**config.mk**
```make
export PLATFORM = sky130hd
export DESIGN_NAME = rss_datapath
export DESIGN_NICKNAME = d
export VERILOG_FILES = /design/src/core/rss_pkg.sv /design/src/core/rss_datapath.sv /design/src/core/rss_shifter.sv /design/src/core/rss_subtractor.sv
export VERILOG_INCLUDE_DIRS = /design/src /design/src/core
export SDC_FILE = /design/constraint.sdc
export NUM_CORES = 1
export LEC_CHECK = 0
export BUFFER_PORTS_ARGS = -buffer_cell sky130_fd_sc_hd__buf_2
export CORE_MARGIN = 3
export CORE_UTILIZATION = 43
export DETAILED_ROUTE_END_ITERATION = 6
export GPL_ROUTABILITY_DRIVEN = 0
export GPL_TIMING_DRIVEN = 0
export SLEW_MARGIN = 20
export SYNTH_ARGS = -nofsm -noshare
export SYNTH_HDL_FRONTEND = slang
export SYNTH_SLANG_ARGS = --single-unit
```
**constraint.sdc**
```tcl
create_clock -name ref_clk -period 4.1 [get_ports ref_clk]
set_input_delay 0.205 -clock ref_clk [delete_from_list [all_inputs] [get_ports ref_clk]]
set_output_delay 0.205 -clock ref_clk [all_outputs]
set_load 0.05 [all_outputs]
```
**src/core/rss_defs.svh**
```systemverilog
// Constants for the rotate/subtract/skip datapath
`ifndef RSS_DEFS_SVH
`define RSS_DEFS_SVH
`define RSS_BYTE_ONES    8'hFF
`define RSS_BYTE_ZERO    8'h00
`define RSS_BYTE_ONE     8'h01
`define RSS_TOP_BIT      7
`define RSS_NIB_HI_TOP   7
`define RSS_NIB_HI_BOT   4
`define RSS_NIB_LO_TOP   3
`define RSS_NIB_LO_BOT   0
`define RSS_WREG_RESET   8'h00
`define RSS_FLAGS_RESET  6'h00
`define RSS_SKIP_CYCLES  2'h2
`endif

```
**src/core/rss_pkg.sv**
```systemverilog
// Types shared by the rotate/subtract/skip datapath
package rss_pkg;
  typedef enum logic [4:0] {
    RSS_OP_NOP   = 5'h00,
    RSS_OP_RL    = 5'h01,
    RSS_OP_RL_CY = 5'h02,
    RSS_OP_RR    = 5'h03,
    RSS_OP_RR_CY = 5'h04,
    RSS_OP_SUB   = 5'h05,
    RSS_OP_SUB_BR = 5'h06,
    RSS_OP_DSZ   = 5'h07,
    RSS_OP_ISZ   = 5'h08,
    RSS_OP_SETB  = 5'h09,
    RSS_OP_SETI  = 5'h0A,
    RSS_OP_SNZB  = 5'h0B,
    RSS_OP_SNZI  = 5'h0C,
    RSS_OP_SWAP  = 5'h0D,
    RSS_OP_SZB   = 5'h0E,
    RSS_OP_SZA   = 5'h0F,
    RSS_OP_SZI   = 5'h10
  } rss_op_t;

  typedef struct packed {
    rss_op_t    op;
    logic       to_wreg;
    logic       use_imm;
    logic [2:0] bit_sel;
    logic [7:0] mem_data;
    logic [7:0] imm_data;
  } rss_req_t;

  typedef struct packed {
    logic signed_range_flag;
    logic zero_flag;
    logic nibble_carry_flag;
    logic carry_flag;
    logic signed_compare_flag;
    logic chained_zero_flag;
  } rss_flags_t;

  typedef struct packed {
    logic [7:0] value;
    logic       carry_out;
    rss_flags_t sub_flags;
  } rss_alu_res_t;

  typedef enum logic [1:0] {
    RSS_ST_EXEC  = 2'b01,
    RSS_ST_DUMMY = 2'b10
  } rss_state_t;
endpackage : rss_pkg

```
**src/core/rss_datapath.sv**
```systemverilog
// Rotate, subtract, set, swap and skip datapath with flag and working register state
`timescale 1ns/100ps
`include "rss_defs.svh"
// Operation
// RULE_01: rotate left into working register, flags kept
// RULE_02: rotate left through carry, bit7 to carry
// RULE_03: rotate right, bit0 into bit7, no flags
// RULE_04: rotate right through carry, bit0 to carry
// RULE_05: subtract with borrow: wreg minus operand minus notC
// RULE_06: memory forms write difference to memory
// RULE_07: carry clear if negative, else set
// RULE_08: plain subtract ignores incoming carry
// RULE_09: subtracts update all six arithmetic flags
// RULE_10: decrement memory, skip when zero
// RULE_11: accumulator skip forms write working register only
// RULE_12: increment memory, skip when zero
// RULE_13: skips take two cycles, flags untouched
// RULE_14: set byte writes all ones
// RULE_15: set bit forces selected bit only
// RULE_16: skip when byte or bit nonzero
// RULE_17: nibble swap to memory or register
// RULE_18: skip when memory byte zero
// RULE_19: copy byte to register, skip if zero
// RULE_20: skip when selected bit zero
// RULE_21: zero, overflow, nibble borrow definitions
// RULE_22: sequencer squashes skipped instruction effects
module rss_datapath (
  // Clock and reset
  input  wire logic                ref_clk,
  input  wire logic                rst_b,
  input  wire logic                clk_en,
  // Request from sequencer
  input  wire logic                req_valid,
  input  wire rss_pkg::rss_req_t   req,
  // Memory write-back
  output logic                     mem_we_q,
  output logic [7:0]               mem_wdata_q,
  // Sequencing
  output logic                     skip_q,
  output logic                     busy_q,
  // Architectural state
  output logic [7:0]               working_register_q,
  output rss_pkg::rss_flags_t      flags_q
);
  rss_pkg::rss_state_t  state_q;
  rss_pkg::rss_state_t  state_d;
  rss_pkg::rss_flags_t  flags_d;
  rss_pkg::rss_flags_t  sub_flags_w;
  logic [7:0]           wreg_d;
  logic [7:0]           mem_wdata_d;
  logic                 mem_we_d;
  logic                 skip_d;
  logic                 busy_d;
  logic [7:0]           operand_w;
  logic [7:0]           sub_rhs_w;
  logic [7:0]           sub_res_w;
  logic [7:0]           rot_res_w;
  logic                 rot_carry_w;
  logic                 is_brw_w;
  logic [7:0]           dec_w;
  logic [7:0]           inc_w;
  logic                 bit_w;
  logic [7:0]           bit_mask_w;
  logic                 accept_w;

  // Single-bit mask from the bit selector
  function automatic logic [7:0] rss_bit_mask(input logic [2:0] sel);
    rss_bit_mask = `RSS_BYTE_ONE << sel;
  endfunction : rss_bit_mask

  function automatic logic rss_is_zero(input logic [7:0] v);
    rss_is_zero = (v == `RSS_BYTE_ZERO);
  endfunction : rss_is_zero

  assign operand_w  = req.mem_data;
  assign sub_rhs_w  = req.use_imm ? req.imm_data : req.mem_data;
  assign is_brw_w   = (req.op == rss_pkg::RSS_OP_SUB_BR);
  assign dec_w      = req.mem_data - `RSS_BYTE_ONE;                         // see RULE_10
  assign inc_w      = req.mem_data + `RSS_BYTE_ONE;                         // see RULE_12
  assign bit_mask_w = rss_bit_mask(req.bit_sel);
  assign bit_w      = |(req.mem_data & bit_mask_w);
  // A new request is taken only in the execute state; the dummy cycle ignores it
  assign accept_w   = req_valid & (state_q == rss_pkg::RSS_ST_EXEC);       // see RULE_22

  rss_shifter u_shifter (
    .operand   (operand_w),
    .carry_in  (flags_q.carry_flag),
    .op        (req.op),
    .value     (rot_res_w),
    .carry_out (rot_carry_w)
  );

  rss_subtractor u_subtractor (
    .minuend    (working_register_q),
    .subtrahend (sub_rhs_w),
    .borrow_in  (is_brw_w & ~flags_q.carry_flag),                          // see RULE_05
    .old_zero   (flags_q.chained_zero_flag),
    .chain      (is_brw_w),
    .diff       (sub_res_w),
    .flags      (sub_flags_w)
  );

  always_comb begin
    state_d     = state_q;
    flags_d     = flags_q;
    wreg_d      = working_register_q;
    mem_wdata_d = mem_wdata_q;
    mem_we_d    = 1'b0;
    skip_d      = 1'b0;
    busy_d      = 1'b0;
    case (state_q)
      rss_pkg::RSS_ST_EXEC: begin
        if (accept_w) begin
          case (req.op)
            rss_pkg::RSS_OP_RL,
            rss_pkg::RSS_OP_RR,
            rss_pkg::RSS_OP_SWAP: begin
              if (req.to_wreg) begin
                wreg_d = rot_res_w;                                         // see RULE_01
              end else begin
                mem_we_d    = 1'b1;                                         // see RULE_03
                mem_wdata_d = rot_res_w;                                    // see RULE_17
              end
            end
            rss_pkg::RSS_OP_RL_CY,
            rss_pkg::RSS_OP_RR_CY: begin
              flags_d.carry_flag = rot_carry_w;                             // see RULE_02
              if (req.to_wreg) begin
                wreg_d = rot_res_w;                                         // see RULE_04
              end else begin
                mem_we_d    = 1'b1;
                mem_wdata_d = rot_res_w;
              end
            end
            rss_pkg::RSS_OP_SUB,
            rss_pkg::RSS_OP_SUB_BR: begin
              flags_d = sub_flags_w;                                        // see RULE_09
              if (req.to_wreg) begin
                wreg_d = sub_res_w;                                         // see RULE_08
              end else begin
                mem_we_d    = 1'b1;                                         // see RULE_06
                mem_wdata_d = sub_res_w;
              end
            end
            rss_pkg::RSS_OP_DSZ: begin
              skip_d = rss_is_zero(dec_w);                                  // see RULE_10
              if (req.to_wreg) begin
                wreg_d = dec_w;                                             // see RULE_11
              end else begin
                mem_we_d    = 1'b1;
                mem_wdata_d = dec_w;
              end
            end
            rss_pkg::RSS_OP_ISZ: begin
              skip_d = rss_is_zero(inc_w);                                  // see RULE_12
              if (req.to_wreg) begin
                wreg_d = inc_w;                                             // see RULE_11
              end else begin
                mem_we_d    = 1'b1;
                mem_wdata_d = inc_w;
              end
            end
            rss_pkg::RSS_OP_SETB: begin
              mem_we_d    = 1'b1;
              mem_wdata_d = `RSS_BYTE_ONES;                                 // see RULE_14
            end
            rss_pkg::RSS_OP_SETI: begin
              mem_we_d    = 1'b1;
              mem_wdata_d = req.mem_data | bit_mask_w;                      // see RULE_15
            end
            rss_pkg::RSS_OP_SNZB: begin
              skip_d = ~rss_is_zero(req.mem_data);                          // see RULE_16
            end
            rss_pkg::RSS_OP_SNZI: begin
              skip_d = bit_w;                                               // see RULE_16
            end
            rss_pkg::RSS_OP_SZB: begin
              skip_d = rss_is_zero(req.mem_data);                           // see RULE_18
            end
            rss_pkg::RSS_OP_SZA: begin
              wreg_d = req.mem_data;                                        // see RULE_19
              skip_d = rss_is_zero(req.mem_data);
            end
            rss_pkg::RSS_OP_SZI: begin
              skip_d = ~bit_w;                                              // see RULE_20
            end
            default: begin
              mem_we_d = 1'b0;
            end
          endcase
          if (skip_d) begin
            state_d = rss_pkg::RSS_ST_DUMMY;                                // see RULE_13
            busy_d  = 1'b1;
          end
        end
      end
      rss_pkg::RSS_ST_DUMMY: begin
        // Dummy cycle while the next instruction is fetched; flags, register and write data hold, while skip, busy and write enable clear
        state_d = rss_pkg::RSS_ST_EXEC;                                     // see RULE_13
      end
      default: begin
        state_d = rss_pkg::RSS_ST_EXEC;
      end
    endcase
  end

  always_ff @(posedge ref_clk or negedge rst_b) begin
    if (!rst_b) begin
      state_q            <= rss_pkg::RSS_ST_EXEC;
      flags_q            <= `RSS_FLAGS_RESET;
      working_register_q <= `RSS_WREG_RESET;
      mem_we_q           <= 1'b0;
      mem_wdata_q        <= `RSS_BYTE_ZERO;
      skip_q             <= 1'b0;
      busy_q             <= 1'b0;
    end else if (clk_en) begin
      state_q            <= state_d;
      flags_q            <= flags_d;
      working_register_q <= wreg_d;
      mem_we_q           <= mem_we_d;
      mem_wdata_q        <= mem_wdata_d;
      skip_q             <= skip_d;
      busy_q             <= busy_d;
    end
  end
endmodule : rss_datapath

```
**src/core/rss_shifter.sv**
```systemverilog
// Rotate and nibble-swap unit
`timescale 1ns/100ps
`include "rss_defs.svh"
module rss_shifter (
  // Operand
  input  wire logic [7:0]          operand,
  input  wire logic                carry_in,
  input  wire rss_pkg::rss_op_t    op,
  // Result
  output logic [7:0]               value,
  output logic                     carry_out
);
  always_comb begin
    value     = operand;
    carry_out = carry_in;
    case (op)
      rss_pkg::RSS_OP_RL: begin
        value = {operand[6:0], operand[`RSS_TOP_BIT]};                    // see RULE_01
      end
      rss_pkg::RSS_OP_RL_CY: begin
        value     = {operand[6:0], carry_in};                             // see RULE_02
        carry_out = operand[`RSS_TOP_BIT];
      end
      rss_pkg::RSS_OP_RR: begin
        value = {operand[0], operand[7:1]};                               // see RULE_03
      end
      rss_pkg::RSS_OP_RR_CY: begin
        value     = {carry_in, operand[7:1]};                             // see RULE_04
        carry_out = operand[0];
      end
      rss_pkg::RSS_OP_SWAP: begin
        value = {operand[`RSS_NIB_LO_TOP:`RSS_NIB_LO_BOT],
                 operand[`RSS_NIB_HI_TOP:`RSS_NIB_HI_BOT]};               // see RULE_17
      end
      default: begin
        value     = operand;
        carry_out = carry_in;
      end
    endcase
  end
endmodule : rss_shifter

```
**src/core/rss_subtractor.sv**
```systemverilog
// Eight-bit subtractor with borrow in and full flag set
`timescale 1ns/100ps
`include "rss_defs.svh"
module rss_subtractor (
  // Operands
  input  wire logic [7:0]          minuend,
  input  wire logic [7:0]          subtrahend,
  input  wire logic                borrow_in,
  input  wire logic                old_zero,
  input  wire logic                chain,
  // Result
  output logic [7:0]               diff,
  output rss_pkg::rss_flags_t      flags
);
  logic [8:0] full_w;
  logic [4:0] low_w;
  logic       ovf_w;

  assign full_w = {1'b0, minuend} - {1'b0, subtrahend} - {8'h00, borrow_in};
  assign low_w  = {1'b0, minuend[3:0]} - {1'b0, subtrahend[3:0]} - {4'h0, borrow_in};
  assign diff   = full_w[7:0];
  assign ovf_w  = (minuend[7] ^ subtrahend[7]) & (minuend[7] ^ full_w[7]);

  always_comb begin
    flags.signed_range_flag   = ovf_w;                                    // see RULE_21
    flags.zero_flag           = (full_w[7:0] == `RSS_BYTE_ZERO);          // see RULE_21
    flags.nibble_carry_flag   = ~low_w[4];                                // see RULE_21
    flags.carry_flag          = ~full_w[8];                               // see RULE_07
    flags.signed_compare_flag = ovf_w ^ full_w[7];
    flags.chained_zero_flag   = (full_w[7:0] == `RSS_BYTE_ZERO) & (~chain | old_zero);
  end
endmodule : rss_subtractor

```
==> reports/summary.txt, run 1 <==
TIMING
------------------------------------------------------------------------------------
Slew Limit Headroom ...................................................        50.0%
Final worst-path cycle share ..........................................        94.9%
Final worst slack .....................................................     0.209 ns
Final Setup Violations ................................................            0
Final worst path period need ..........................................      3.89 ns
RSZ-0062 raised after global routing ..................................        false
Max Freq ..............................................................      257 MHz
Number of slew-limit violations in the final report ...................            0
Hold WS ...............................................................     0.176 ns
Max Clock Skew ........................................................   0.00338 ns
Least-Margin Pin Slew .................................................     0.748 ns
Final Hold Violating Endpoints ........................................            0

YOSYS
------------------------------------------------------------------------------------
Combined area of all synthesized cells ................................    3480 um^2
Netlist cell types ....................................................           81
Post-Synth Simple-Gate Area ...........................................        24.3%
Seq/Total Area, Yosys .................................................        18.8%
Post-Synth XOR/XNOR Area ..............................................        4.54%
Main combinational cell family by area after synthesis ................ compound AO/OA/AOI/OAI gates
Number of enable flip-flop cells after synthesis ......................            0
Fraction of the mapped netlist area in compound gates .................        31.2%
Share of flip-flops with an asynchronous set or reset .................         100%
Net count of the mapped netlist .......................................          500
Synthesized instance count ............................................          449
Synthesized area divided by synthesized cell count ....................    7.74 um^2
Number of warnings reported in the yosys synthesis log ................            0
Register bit total from synthesis .....................................           26
Most used DFF post-synth .............................................. sky130_fd_sc_hd__dfrtp_1
Adder-cell share of the synthesized area ..............................        8.57%
Fraction of synthesized area in multiplexers ..........................        4.03%

CRITICAL PATH
------------------------------------------------------------------------------------
Worst path required time ..............................................      4.27 ns
Count of buffering cells on the critical path with inverters included .            3
Series of cell instances along the critical path ...................... buf_2 -> buf_2 -> nand2b_1 -> or3_1 -> fa_1 -> inv_1 -> ha_1 -> nor2_1 -> fa_1 -> a21boi_1 -> o22ai_1 -> xnor2_1 -> a222oi_1 -> a32o_1 -> o21ai_1
Cell type of the slowest stage on the worst timing path ............... sky130_fd_sc_hd__a222oi_1
Worst EP arrival ......................................................      4.06 ns
Class of the most critical setup path .................................    in -> reg
Largest fanout on the critical path ...................................           10
Crit-path max cell delay ..............................................      0.55 ns
Category of the worst setup path launch point ......................... primary input
Worst setup EP type ...................................................    flip-flop
Family with the most delay on the worst path .......................... compound AO/OA/AOI/OAI gates

CTS
------------------------------------------------------------------------------------
Total number of clock tree sinks ......................................           26
Register clock-pin slew on the reported worst setup and hold paths ....      0.09 ns
Number of post-CTS setup repair buffers ...............................            0
Maximum buffer depth of the clock tree ................................            2
Clock Tree Root ....................................................... sky130_fd_sc_hd__clkbuf_8
Clock H-tree levels ...................................................            1
Number of clock buffers inserted by TritonCTS .........................            3
Clock network latency to the later pin of the worst-skew pair .........      0.27 ns
CTS tree ..............................................................         done

GLOBAL ROUTING
------------------------------------------------------------------------------------
GR met1 Demand/Resource ...............................................        36.2%
Total GRT Usage .......................................................        25.5%
Via count of the first global-routing pass ............................         3324
Met3 track demand over resource in global routing .....................        4.46%
Number of antenna violations at the first check in global routing .....            0
Maximum number of pins on one net before global-route repair ..........           27
Met2 layer usage reported by global route .............................        40.4%
Remaining Overflow, GRT ...............................................            0
Peak-usage layer in the global routing report .........................         met2
Global-route wire length before repair ................................      17.9 mm

FLOORPLANNING
------------------------------------------------------------------------------------
Std-Cell Rows .........................................................           32
Die height ............................................................      95.9 um
Die Outline Area ......................................................    9200 um^2
Count of boundary I/O pins ............................................           55
Starting Density ......................................................        44.7%
Die Span X ............................................................      95.9 um
Placeable Area ........................................................    7770 um^2

ROUTING
------------------------------------------------------------------------------------
Vias per inst .........................................................         6.37
Post-detailed-route wirelength per cell ...............................      19.4 um
Number of remaining DRC errors ........................................            0
Routed Wire Length ....................................................      11.7 mm
DR pass1 iterations ...................................................            5
Detail Route Antenna Nets .............................................            0
Via total after detailed routing ......................................         3855
Initial drt markers ...................................................          433

MIN PATH
------------------------------------------------------------------------------------
Min-delay worst type ..................................................    in -> reg

JOB
------------------------------------------------------------------------------------
Total of max-cap violations ...........................................            0

CELLS AND AREA
------------------------------------------------------------------------------------
Commonest non-fill, non-tap cell in the layout ........................ sky130_fd_sc_hd__buf_2
Total inserted antenna cells ..........................................            0
Multi-input combinational cell area ...................................    2520 um^2
Number of nets in the layout ..........................................          555
Count of fill cells added during filler insertion .....................          779
Share of final-layout standard cells stronger than drive strength 1 ...        21.1%
Sequential Area .......................................................     652 um^2
Top library cells by usage in the layout, fill and taps aside ......... sky130_fd_sc_hd__buf_2, sky130_fd_sc_hd__o21ai_0, sky130_fd_sc_hd__nand2_1
Area growth from synthesis to layout ..................................        13.1%
Core utilization of the finished layout ...............................        50.6%

POWER
------------------------------------------------------------------------------------
Static leakage ........................................................   0.00171 uW
Largest voltage drop on the vdd net ...................................     0.172 mV
Pwr Density ...........................................................  426 nW/um^2

PLACED DESIGN
------------------------------------------------------------------------------------
HPWL after detailed placement .........................................      9.16 mm
Placement-stage worst setup slack .....................................    -0.141 ns
Input/output buffers ..................................................           49

RUN STATUS
------------------------------------------------------------------------------------
Run status ............................................................ finished clean

metal layers:
metal | share of wire [%] | up-vias
li1 | - | 1777
met1 | 43 | 1815
met2 | 45 | 226
met3 | 9.2 | 37
met4 | 2.5 | 0
met5 | 0 | -
kinds of logic after synthesis:
family / after synthesis
fa+ha+maj: 23
compound gates: 152
flops: 26
simple gates: 153
buf+inv: 64
mux: 13
xor+xnor: 18
through the flow:
step,power [uW],std cells,TNS [ns],instance area (um^2)
5_1_grt,1790,605,0,3930
4_1_cts,1680,605,0,3930
3_5_place_dp,1450,600,-0.141,3850
6_report,1670,605,0,3930
3_3_place_gp,1440,600,-0.119,3850
2_1_floorplan,1180,449,0,3480
cell type report:
cell class | count | share of cell area [%]
inverters | 32 | 3.06
plain buffers | 32 | 4.58
well taps | 102 | 3.25
clock inverters | 1 | 0.764
flip-flops and latches | 26 | 16.6
repair buffers | 50 | 6.49
clock buffers | 3 | 1.05
multi-input cells | 359 | 64.2
synthesized netlist by cell type, types with 5 or more instances:
| cell type | count | area share [%] |
|---|---|---|
| sky130_fd_sc_hd__o211a_1 | 5 | 1.4 |
| sky130_fd_sc_hd__xnor2_1 | 12 | 3.0 |
| sky130_fd_sc_hd__a22oi_1 | 5 | 1.1 |
| sky130_fd_sc_hd__dfrtp_1 | 25 | 18 |
| sky130_fd_sc_hd__o21a_1 | 6 | 1.3 |
| sky130_fd_sc_hd__clkbuf_1 | 8 | 0.86 |
| sky130_fd_sc_hd__a21o_1 | 5 | 1.1 |
| sky130_fd_sc_hd__inv_1 | 32 | 3.5 |
| sky130_fd_sc_hd__o211ai_1 | 6 | 1.3 |
| sky130_fd_sc_hd__nor3_1 | 14 | 2.0 |
| sky130_fd_sc_hd__a21oi_1 | 21 | 3.0 |
| sky130_fd_sc_hd__nor4_1 | 6 | 1.1 |
| sky130_fd_sc_hd__nand3_1 | 16 | 2.3 |
| sky130_fd_sc_hd__buf_4 | 8 | 1.7 |
| sky130_fd_sc_hd__buf_2 | 12 | 1.7 |
| sky130_fd_sc_hd__o21ai_0 | 37 | 5.3 |
| sky130_fd_sc_hd__nand2_1 | 33 | 3.6 |
| sky130_fd_sc_hd__ha_1 | 19 | 6.8 |
| sky130_fd_sc_hd__and2_1 | 5 | 0.90 |
| sky130_fd_sc_hd__xor2_1 | 6 | 1.5 |
| sky130_fd_sc_hd__nand2b_1 | 9 | 1.6 |
| sky130_fd_sc_hd__nor2_1 | 28 | 3.0 |
| sky130_fd_sc_hd__mux2i_1 | 5 | 1.4 |
| sky130_fd_sc_hd__o22ai_1 | 11 | 2.0 |
| sky130_fd_sc_hd__mux2_2 | 8 | 2.6 |
| sky130_fd_sc_hd__nor2b_1 | 6 | 1.1 |
registers in the layout, summed over array words and instances, names as in the netlist:
name and count:
mem_we_q 1, state_q 2, mem_wdata_q 8, working_register_q 8
skip_q 1, flags_q 6
path summary, 6_finish.rpt:
path	slack, ns	cells after the start	end	start
hold reg to reg	0.47	2	flags_q[4]	flags_q[4]
max in group asynchronous	3.25	2	mem_wdata_q[3]	rst_b
setup reg to reg	0.28	12	mem_wdata_q[6]	flags_q[2]
hold / removal	0.18	2	mem_we_q	clk_en
setup / recovery	0.21	15	mem_wdata_q[6]	req[21]
min in group asynchronous	0.46	2	working_register_q[4]	rst_b
repair_timing:
action,in CTS,in global routing
resized for setup,0,1
hold buffers,1,0
setup endpoints to repair,0,1
endpoints found under the hold margin,25,0
power by group:
group / internal (uW) / leakage, uW / switching, uW
clock: 131 / 0.0000357 / 83.8
sequential: 318 / 0.000329 / 46.2
combinational: 372 / 0.00134 / 723
worst register-to-register path: stages, from the launching register on:
cell and delay (ns):
sky130_fd_sc_hd__dfrtp_1 0.46, sky130_fd_sc_hd__or3_1 0.44, sky130_fd_sc_hd__fa_1 0.50, sky130_fd_sc_hd__inv_1 0.08, sky130_fd_sc_hd__ha_1 0.17, sky130_fd_sc_hd__nor2_1 0.06, sky130_fd_sc_hd__fa_1 0.42, sky130_fd_sc_hd__a21boi_1 0.32
sky130_fd_sc_hd__o22ai_1 0.15, sky130_fd_sc_hd__xnor2_1 0.17, sky130_fd_sc_hd__a222oi_1 0.55, sky130_fd_sc_hd__a32o_1 0.31, sky130_fd_sc_hd__o21ai_1 0.07
(Power assumes the default switching activity.)
==> run 2: changes to the inputs <==
--- a/config.mk
+++ b/config.mk
@@ -7,6 +7,7 @@
 export NUM_CORES = 1
 export LEC_CHECK = 0
 export BUFFER_PORTS_ARGS = -buffer_cell sky130_fd_sc_hd__buf_2
+export CORE_ASPECT_RATIO = 1.25
 export CORE_MARGIN = 3
 export CORE_UTILIZATION = 43
 export DETAILED_ROUTE_END_ITERATION = 6
==> reports/summary.txt, run 2 (synthesized netlist as in run 1, its figures left out) <==
ROUTING
------------------------------------------------------------------------------------
Routed Wire Length ....................................................      12.0 mm   +2.3%
Vias per inst .........................................................         6.29   -1.3%
Initial drt markers ...................................................          416   -3.9%
Post-detailed-route wirelength per cell ...............................      20.0 um   +3.5%
DR pass1 iterations ...................................................            7   +2
Via total after detailed routing ......................................         3759   -2.5%
Number of remaining DRC errors ........................................            0   unchanged
Detail Route Antenna Nets .............................................            0   unchanged

TIMING
------------------------------------------------------------------------------------
Least-Margin Pin Slew .................................................     0.794 ns   +0.0457 ns
Max Clock Skew ........................................................   0.00291 ns   -0.000469 ns
Hold WS ...............................................................     0.192 ns   +0.0161 ns
Final Setup Violations ................................................            0   unchanged
Max Freq ..............................................................      257 MHz   about the same
Final worst path period need ..........................................      3.89 ns   -0.00309 ns
RSZ-0062 raised after global routing ..................................        false
Final worst-path cycle share ..........................................        94.8%   about the same
Number of slew-limit violations in the final report ...................            0   unchanged
Slew Limit Headroom ...................................................        47.0%   -3.1 points
Final Hold Violating Endpoints ........................................            0   unchanged
Final worst slack .....................................................     0.212 ns   +0.00309 ns

CELLS AND AREA
------------------------------------------------------------------------------------
Multi-input combinational cell area ...................................    2520 um^2   unchanged
Total inserted antenna cells ..........................................            0   unchanged
Sequential Area .......................................................     652 um^2   unchanged
Count of non-filler cells in the finished layout ......................          598   -1.2%
Number of nets in the layout ..........................................          555   unchanged
Count of fill cells added during filler insertion .....................          779   unchanged
Cell area after layout ................................................    3920 um^2   -0.22%
Registers with the most flip-flops .................................... mem_wdata_q (8), working_register_q (8), flags_q (6)
Area growth from synthesis to layout ..................................        12.8%
Top library cells by usage in the layout, fill and taps aside ......... sky130_fd_sc_hd__buf_2, sky130_fd_sc_hd__o21ai_0, sky130_fd_sc_hd__nand2_1
Share of final-layout standard cells stronger than drive strength 1 ...        21.1%   unchanged
Commonest non-fill, non-tap cell in the layout ........................ sky130_fd_sc_hd__buf_2

CTS
------------------------------------------------------------------------------------
Clock network latency to the later pin of the worst-skew pair .........      0.27 ns   about the same
Register clock-pin slew on the reported worst setup and hold paths ....      0.08 ns   about the same
Clock Tree Root ....................................................... sky130_fd_sc_hd__clkbuf_8
CTS tree ..............................................................         done
Number of clock buffers inserted by TritonCTS .........................            3   unchanged
Total number of clock tree sinks ......................................           26   unchanged
Maximum buffer depth of the clock tree ................................            2   unchanged
Clock H-tree levels ...................................................            1   unchanged

GLOBAL ROUTING
------------------------------------------------------------------------------------
Remaining Overflow, GRT ...............................................            0   unchanged
Total GRT Usage .......................................................        25.9%   +0.45 points
Via count of the first global-routing pass ............................         3459   +4.1%
Maximum number of pins on one net before global-route repair ..........           27   unchanged
Number of antenna violations at the first check in global routing .....            0   unchanged
Global-route wire length before repair ................................      18.8 mm   +4.8%

FLOORPLANNING
------------------------------------------------------------------------------------
Die Span X ............................................................      86.4 um   -9.9%
Count of boundary I/O pins ............................................           55   unchanged
Die height ............................................................       107 um   +11%
Placeable Area ........................................................    7840 um^2   +0.90%
Std-Cell Rows .........................................................           36   +13%
Starting Density ......................................................        44.3%   -0.40 points
Die Outline Area ......................................................    9200 um^2   about the same

PLACED DESIGN
------------------------------------------------------------------------------------
Input/output buffers ..................................................           49   unchanged
Cell area reported after detailed placement ...........................    3840 um^2   -0.23%
HPWL after detailed placement .........................................      9.36 mm   +2.1%
Placed insts ..........................................................          593   -1.2%
Placement-stage worst setup slack .....................................    -0.192 ns   -0.0512 ns

POWER
------------------------------------------------------------------------------------
Pwr Density ...........................................................  430 nW/um^2   +1.0%
Static leakage ........................................................   0.00171 uW   unchanged
Power, Total ..........................................................      1690 uW   +0.79%
Largest voltage drop on the vdd net ...................................     0.318 mV   +85%

CRITICAL PATH
------------------------------------------------------------------------------------
Crit-path max cell delay ..............................................      0.52 ns   -0.03 ns
Series of cell instances along the critical path ...................... buf_2 -> buf_2 -> nand2b_1 -> or3_1 -> fa_1 -> inv_1 -> ha_1 -> nor2_1 -> fa_1 -> a21boi_1 -> o22ai_1 -> xnor2_1 -> a222oi_1 -> a32o_1 -> o21ai_1
Category of the worst setup path launch point ......................... primary input
Class of the most critical setup path .................................    in -> reg
Worst setup EP type ...................................................    flip-flop
Worst EP arrival ......................................................      4.05 ns   about the same
Largest fanout on the critical path ...................................           10   unchanged
Family with the most delay on the worst path .......................... compound AO/OA/AOI/OAI gates
Worst path required time ..............................................      4.26 ns   about the same
Cell type of the slowest stage on the worst timing path ............... sky130_fd_sc_hd__a222oi_1
Count of buffering cells on the critical path with inverters included .            3   unchanged

JOB
------------------------------------------------------------------------------------
Total of max-cap violations ...........................................            0   unchanged

RUN STATUS
------------------------------------------------------------------------------------
Run status ............................................................ finished clean

MIN PATH
------------------------------------------------------------------------------------
Min-delay worst type ..................................................    in -> reg

[run 2: cell counts in the layout (fill, tap and decap cells not counted)]
Identical to the previous run, type by type.
[run 2: layout make-up]
class | count | area share [%]
clock inverters | 1 | 0.766
inverters | 32 | 3.06
well taps | 95 | 3.03
flip-flops and latches | 26 | 16.6
multi-input cells | 359 | 64.4
plain buffers | 32 | 4.59
repair buffers | 50 | 6.51
clock buffers | 3 | 1.05
[run 2: through the flow]
step	utilization, %	setup TNS, ns
2_1_floorplan	-	0
4_1_cts	50.0	0
3_3_place_gp	49.0	-0.147
5_1_grt	50.0	0
6_report	50.0	0
3_5_place_dp	49.0	-0.225
[run 2: layer usage]
layer | part of all wire, % | routed length [um] | track usage [%] | vias to the layer above
met1 | 43 | 5130 | 36.0 | 1758
met5 | 0 | 0 | 0 | -
met3 | 6.6 | 791 | 2.40 | 34
met4 | 3.9 | 472 | 9.69 | 0
met2 | 47 | 5590 | 41.4 | 201
li1 | - | - | - | 1766
[run 2: worst paths after layout]
path | cells after the start | slack, ns | to | from
max | 15 | 0.21 | mem_wdata_q[6] | req[21]
min in group asynchronous | 2 | 0.46 | flags_q[3] | rst_b
min | 2 | 0.19 | mem_we_q | clk_en
max reg2reg | 12 | 0.27 | mem_wdata_q[6] | flags_q[2]
min reg2reg | 2 | 0.47 | flags_q[4] | flags_q[4]
max in group asynchronous | 2 | 3.26 | state_q[0] | rst_b
[run 2: what timing repair did]
action,in CTS,in global routing
buffers inserted,0,0
endpoints found under the setup margin,0,1
endpoints found under the hold margin,25,0
gates resized for setup,0,1
hold buffers,1,0
[run 2: power breakdown]
group          leakage [uW]  switching [uW]  internal, uW
registers          0.000329            49.2           318
clock network     0.0000357            77.7           131
logic               0.00134             739           372
==> run 3: changes to the inputs <==
--- a/config.mk
+++ b/config.mk
@@ -16,4 +16,5 @@
 export SLEW_MARGIN = 20
 export SYNTH_ARGS = -nofsm -noshare
 export SYNTH_HDL_FRONTEND = slang
+export SYNTH_HIERARCHICAL = 1
 export SYNTH_SLANG_ARGS = --single-unit
==> reports/summary.txt, run 3 <==
RUN STATUS
----------------------------------------------------------------------------------
Run status .......................................................... finished clean

TIMING
----------------------------------------------------------------------------------
Number of slew-limit violations in the final report .................            0   unchanged
RSZ-0062 raised after global routing ................................        false
Least-Margin Pin Slew ...............................................      1.01 ns   +0.218 ns
Slew Limit Headroom .................................................        30.8%   -16 points
Final setup TNS .....................................................         0 ns   unchanged
Final Hold Violating Endpoints ......................................            0   unchanged
Hold WS .............................................................     0.151 ns   -0.0412 ns
Final worst path period need ........................................      3.77 ns   -0.121 ns
Max Clock Skew ......................................................   0.00702 ns   +0.00411 ns
Final worst-path cycle share ........................................        91.9%   -3.0 points
Final Setup Violations ..............................................            0   unchanged
Max Freq ............................................................      265 MHz   +3.2%

CELLS AND AREA
----------------------------------------------------------------------------------
Count of fill cells added during filler insertion ...................          871   +12%
Multi-input combinational cell area .................................    2710 um^2   +7.4%
Share of final-layout standard cells stronger than drive strength 1 .        24.1%   +3.0 points
Area growth from synthesis to layout ................................        12.8%   about the same
Top library cells by usage in the layout, fill and taps aside ....... sky130_fd_sc_hd__buf_2, sky130_fd_sc_hd__inv_1, sky130_fd_sc_hd__nor2_1
Sequential Area .....................................................     652 um^2   unchanged
Total inserted antenna cells ........................................            0   unchanged
Count of non-filler cells in the finished layout ....................          645   +7.9%
Cell area after layout ..............................................    4220 um^2   +7.7%
Number of nets in the layout ........................................          580   +4.5%
Registers with the most flip-flops .................................. mem_wdata_q (8), working_register_q (8), flags_q (6)
Commonest non-fill, non-tap cell in the layout ...................... sky130_fd_sc_hd__buf_2

CTS
----------------------------------------------------------------------------------
CTS tree ............................................................         done
Maximum buffer depth of the clock tree ..............................            2   unchanged
Number of post-CTS setup repair buffers .............................            0   unchanged
Clock H-tree levels .................................................            1   unchanged
Clock Tree Root ..................................................... sky130_fd_sc_hd__clkbuf_8
Register clock-pin slew on the reported worst setup and hold paths ..      0.10 ns   +0.02 ns
Total number of clock tree sinks ....................................           26   unchanged
Clock network latency to the later pin of the worst-skew pair .......      0.28 ns   about the same
Number of clock buffers inserted by TritonCTS .......................            3   unchanged

MIN PATH
----------------------------------------------------------------------------------
Min-delay worst type ................................................    in -> reg

GLOBAL ROUTING
----------------------------------------------------------------------------------
Remaining Overflow, GRT .............................................            0   unchanged
Global-route wire length before repair ..............................      18.3 mm   -2.8%
Total GRT Usage .....................................................        23.9%   -2.1 points
Number of antenna violations at the first check in global routing ...            0   unchanged
Maximum number of pins on one net before global-route repair ........           27   unchanged
Via count of the first global-routing pass ..........................         3619   +4.6%

JOB
----------------------------------------------------------------------------------
Total of max-cap violations .........................................            0   unchanged

PLACED DESIGN
----------------------------------------------------------------------------------
Input/output buffers ................................................           50   +2.0%
HPWL after detailed placement .......................................      9.42 mm   +0.68%
Placed insts ........................................................          640   +7.9%
Cell area reported after detailed placement .........................    4140 um^2   +7.9%

YOSYS
----------------------------------------------------------------------------------
Most used DFF post-synth ............................................ sky130_fd_sc_hd__dfrtp_1
Netlist cell types ..................................................           92   +14%
Synthesized instance count ..........................................          473   +5.3%
Number of enable flip-flop cells after synthesis ....................            0   unchanged
Combined area of all synthesized cells ..............................    3750 um^2   +7.8%
Share of flip-flops with an asynchronous set or reset ...............         100%   unchanged
Synthesized area divided by synthesized cell count ..................    7.92 um^2   +2.3%
Cell types with the highest counts after synthesis .................. sky130_fd_sc_hd__inv_1, sky130_fd_sc_hd__nor2_1, sky130_fd_sc_hd__a21oi_1, sky130_fd_sc_hd__nand2_1, sky130_fd_sc_hd__dfrtp_1
Number of warnings reported in the yosys synthesis log ..............            6   +6
Top area cells in the synthesized netlist ........................... sky130_fd_sc_hd__dfrtp_1, sky130_fd_sc_hd__ha_1, sky130_fd_sc_hd__a21oi_1
Fraction of post-synthesis cell area in the top cell type by area ...        16.7%   -1.3 points
Register bit total from synthesis ...................................           26   unchanged
Net count of the mapped netlist .....................................          524   +4.8%
Leading cell type by number of instances after synthesis ............ sky130_fd_sc_hd__inv_1
Library cell occupying the most area in the post-synthesis netlist .. sky130_fd_sc_hd__dfrtp_1
Seq/Total Area, Yosys ...............................................        17.4%   -1.4 points

CRITICAL PATH
----------------------------------------------------------------------------------
Class of the most critical setup path ...............................    in -> reg
Category of the worst setup path launch point ....................... primary input
Cell type of the slowest stage on the worst timing path ............. sky130_fd_sc_hd__fa_1
Worst setup EP type .................................................    flip-flop
Worst EP arrival ....................................................      3.97 ns   -0.08 ns
Series of cell instances along the critical path .................... buf_2 -> or3b_1 -> buf_6 -> nor3_1 -> inv_1 -> fa_1 -> fa_1 -> nand2b_4 -> a2111o_1 -> a31o_2 -> a21oi_1 -> xnor2_1 -> mux2i_1 -> a21oi_1 -> o32ai_1 -> a21oi_1
Cell repeated most along the worst path ............................. sky130_fd_sc_hd__a21oi_1
Largest fanout on the critical path .................................            8   -2
Crit-path max cell delay ............................................      0.43 ns   -0.09 ns
Worst path required time ............................................      4.30 ns   +0.04 ns

ROUTING
----------------------------------------------------------------------------------
DR pass1 iterations .................................................            5   -2
Initial drt markers .................................................          214   -49%
Detail Route Antenna Nets ...........................................            0   unchanged
Routed Wire Length ..................................................      11.7 mm   -1.9%
Number of remaining DRC errors ......................................            0   unchanged
Vias per inst .......................................................         5.98   -4.9%
Post-detailed-route wirelength per cell .............................      18.2 um   -9.1%
Via total after detailed routing ....................................         3854   +2.5%

POWER
----------------------------------------------------------------------------------
Internal power component ............................................       834 uW   +1.5%
Largest voltage drop on the vdd net .................................     0.155 mV   -51%
Part of the power in registers ......................................        22.1%   +0.3 points
Static leakage ......................................................   0.00178 uW   +4.4%
Combinational group share of total power ............................        65.2%   -0.7 points
Switching fraction of total power ...................................        51.2%   -0.066 points
Part of the total power dissipated in the clock network .............        12.7%   +0.4 points
Pwr Density .........................................................  405 nW/um^2   -5.9%
Switching power .....................................................       876 uW   +1.2%

FLOORPLANNING
----------------------------------------------------------------------------------
Die Outline Area ....................................................    9880 um^2   +7.3%
Die height ..........................................................       110 um   +3.6%
Starting Density ....................................................        44.7%   +0.36 points
Std-Cell Rows .......................................................           37   +2.8%
Die Span X ..........................................................      89.5 um   +3.6%
Count of boundary I/O pins ..........................................           55   unchanged
Placeable Area ......................................................    8380 um^2   +6.9%

## run 3: cell count changes in the layout (fill, tap and decap cells not counted), sizes merged, moves of 6 or more
cell,delta
a31oi,+12
nor2,+9
o22ai,-9
nand3,-7
a2111oi,+8
buf,+6
inv,+11
o21ai,-14
nand2,-7
a21oi,+10
## run 3: cell type report
class                   instances  area share, %
repair buffers                 51           6.16
multi-input cells             367           64.2
flip-flops and latches         26           15.4
clock inverters                 1          0.711
clock buffers                   3          0.977
well taps                     117           3.47
plain buffers                  37           5.27
inverters                      43           3.82
## run 3: cell families (layout without fill, tap and decap cells)
logic type / after synthesis / after routing / share of synthesized area [%]
compound gates: 156 / 156 / 32.0
simple gates: 153 / 153 / 22.6
buf+inv: 80 / 135 / 10.3
flops: 26 / 26 / 17.4
fa+ha+maj: 24 / 24 / 8.22
xor+xnor: 19 / 19 / 4.64
mux: 15 / 15 / 4.88
## run 3: path summary, 6_finish.rpt
| path | cells past startpoint | slack [ns] | end | start |
|---|---|---|---|---|
| min in group asynchronous | 2 | 0.47 | working_register_q[7] | rst_b |
| setup / recovery | 16 | 0.33 | flags_q[2] | req[24] |
| hold reg to reg | 2 | 0.50 | mem_wdata_q[0] | mem_wdata_q[0] |
| hold / removal | 2 | 0.15 | mem_we_q | clk_en |
| setup reg to reg | 13 | 0.36 | flags_q[2] | flags_q[2] |
| max in group asynchronous | 2 | 3.24 | mem_wdata_q[5] | rst_b |
## run 3: repair_timing
action,CTS,global route
gates resized for setup,0,0
hold buffers,1,0
endpoints found under the hold margin,25,0
## run 3: per-stage QoR
stage / utilization [%] / setup WS [ns] / power (uW)
after CTS: 50.4 / 0.351 / 1710
after floorplan: - / 0.669 / 1210
after global placement: 49.4 / 0.149 / 1480
after global routing: 50.4 / 0.155 / 1820
after detailed placement: 49.4 / 0.0895 / 1490
final: 50.4 / 0.333 / 1710
## run 3: worst max-delay path, delay by kind of cell
kind	cells	cell delay [ns]
compound gates	6	1.30
xor+xnor	1	0.21
fa+ha+maj	2	0.85
buf+inv	3	0.42
mux	1	0.12
simple gates	3	0.87
## run 3: power by group through the flow
stage	registers [uW]	clock network (uW)	logic, uW
3_5_place_dp	385	0	1110
3_3_place_gp	381	0	1100
2_1_floorplan	611	0	604
6_report	379	217	1110
5_1_grt	388	231	1210
4_1_cts	379	219	1120
## run 3: per-layer routing
layer | GRT usage (%) | wire length, um
met1 | 30.0 | 4940
met2 | 42.8 | 6000
met3 | 1.56 | 534
met4 | 7.45 | 270
met5 | 0 | 0
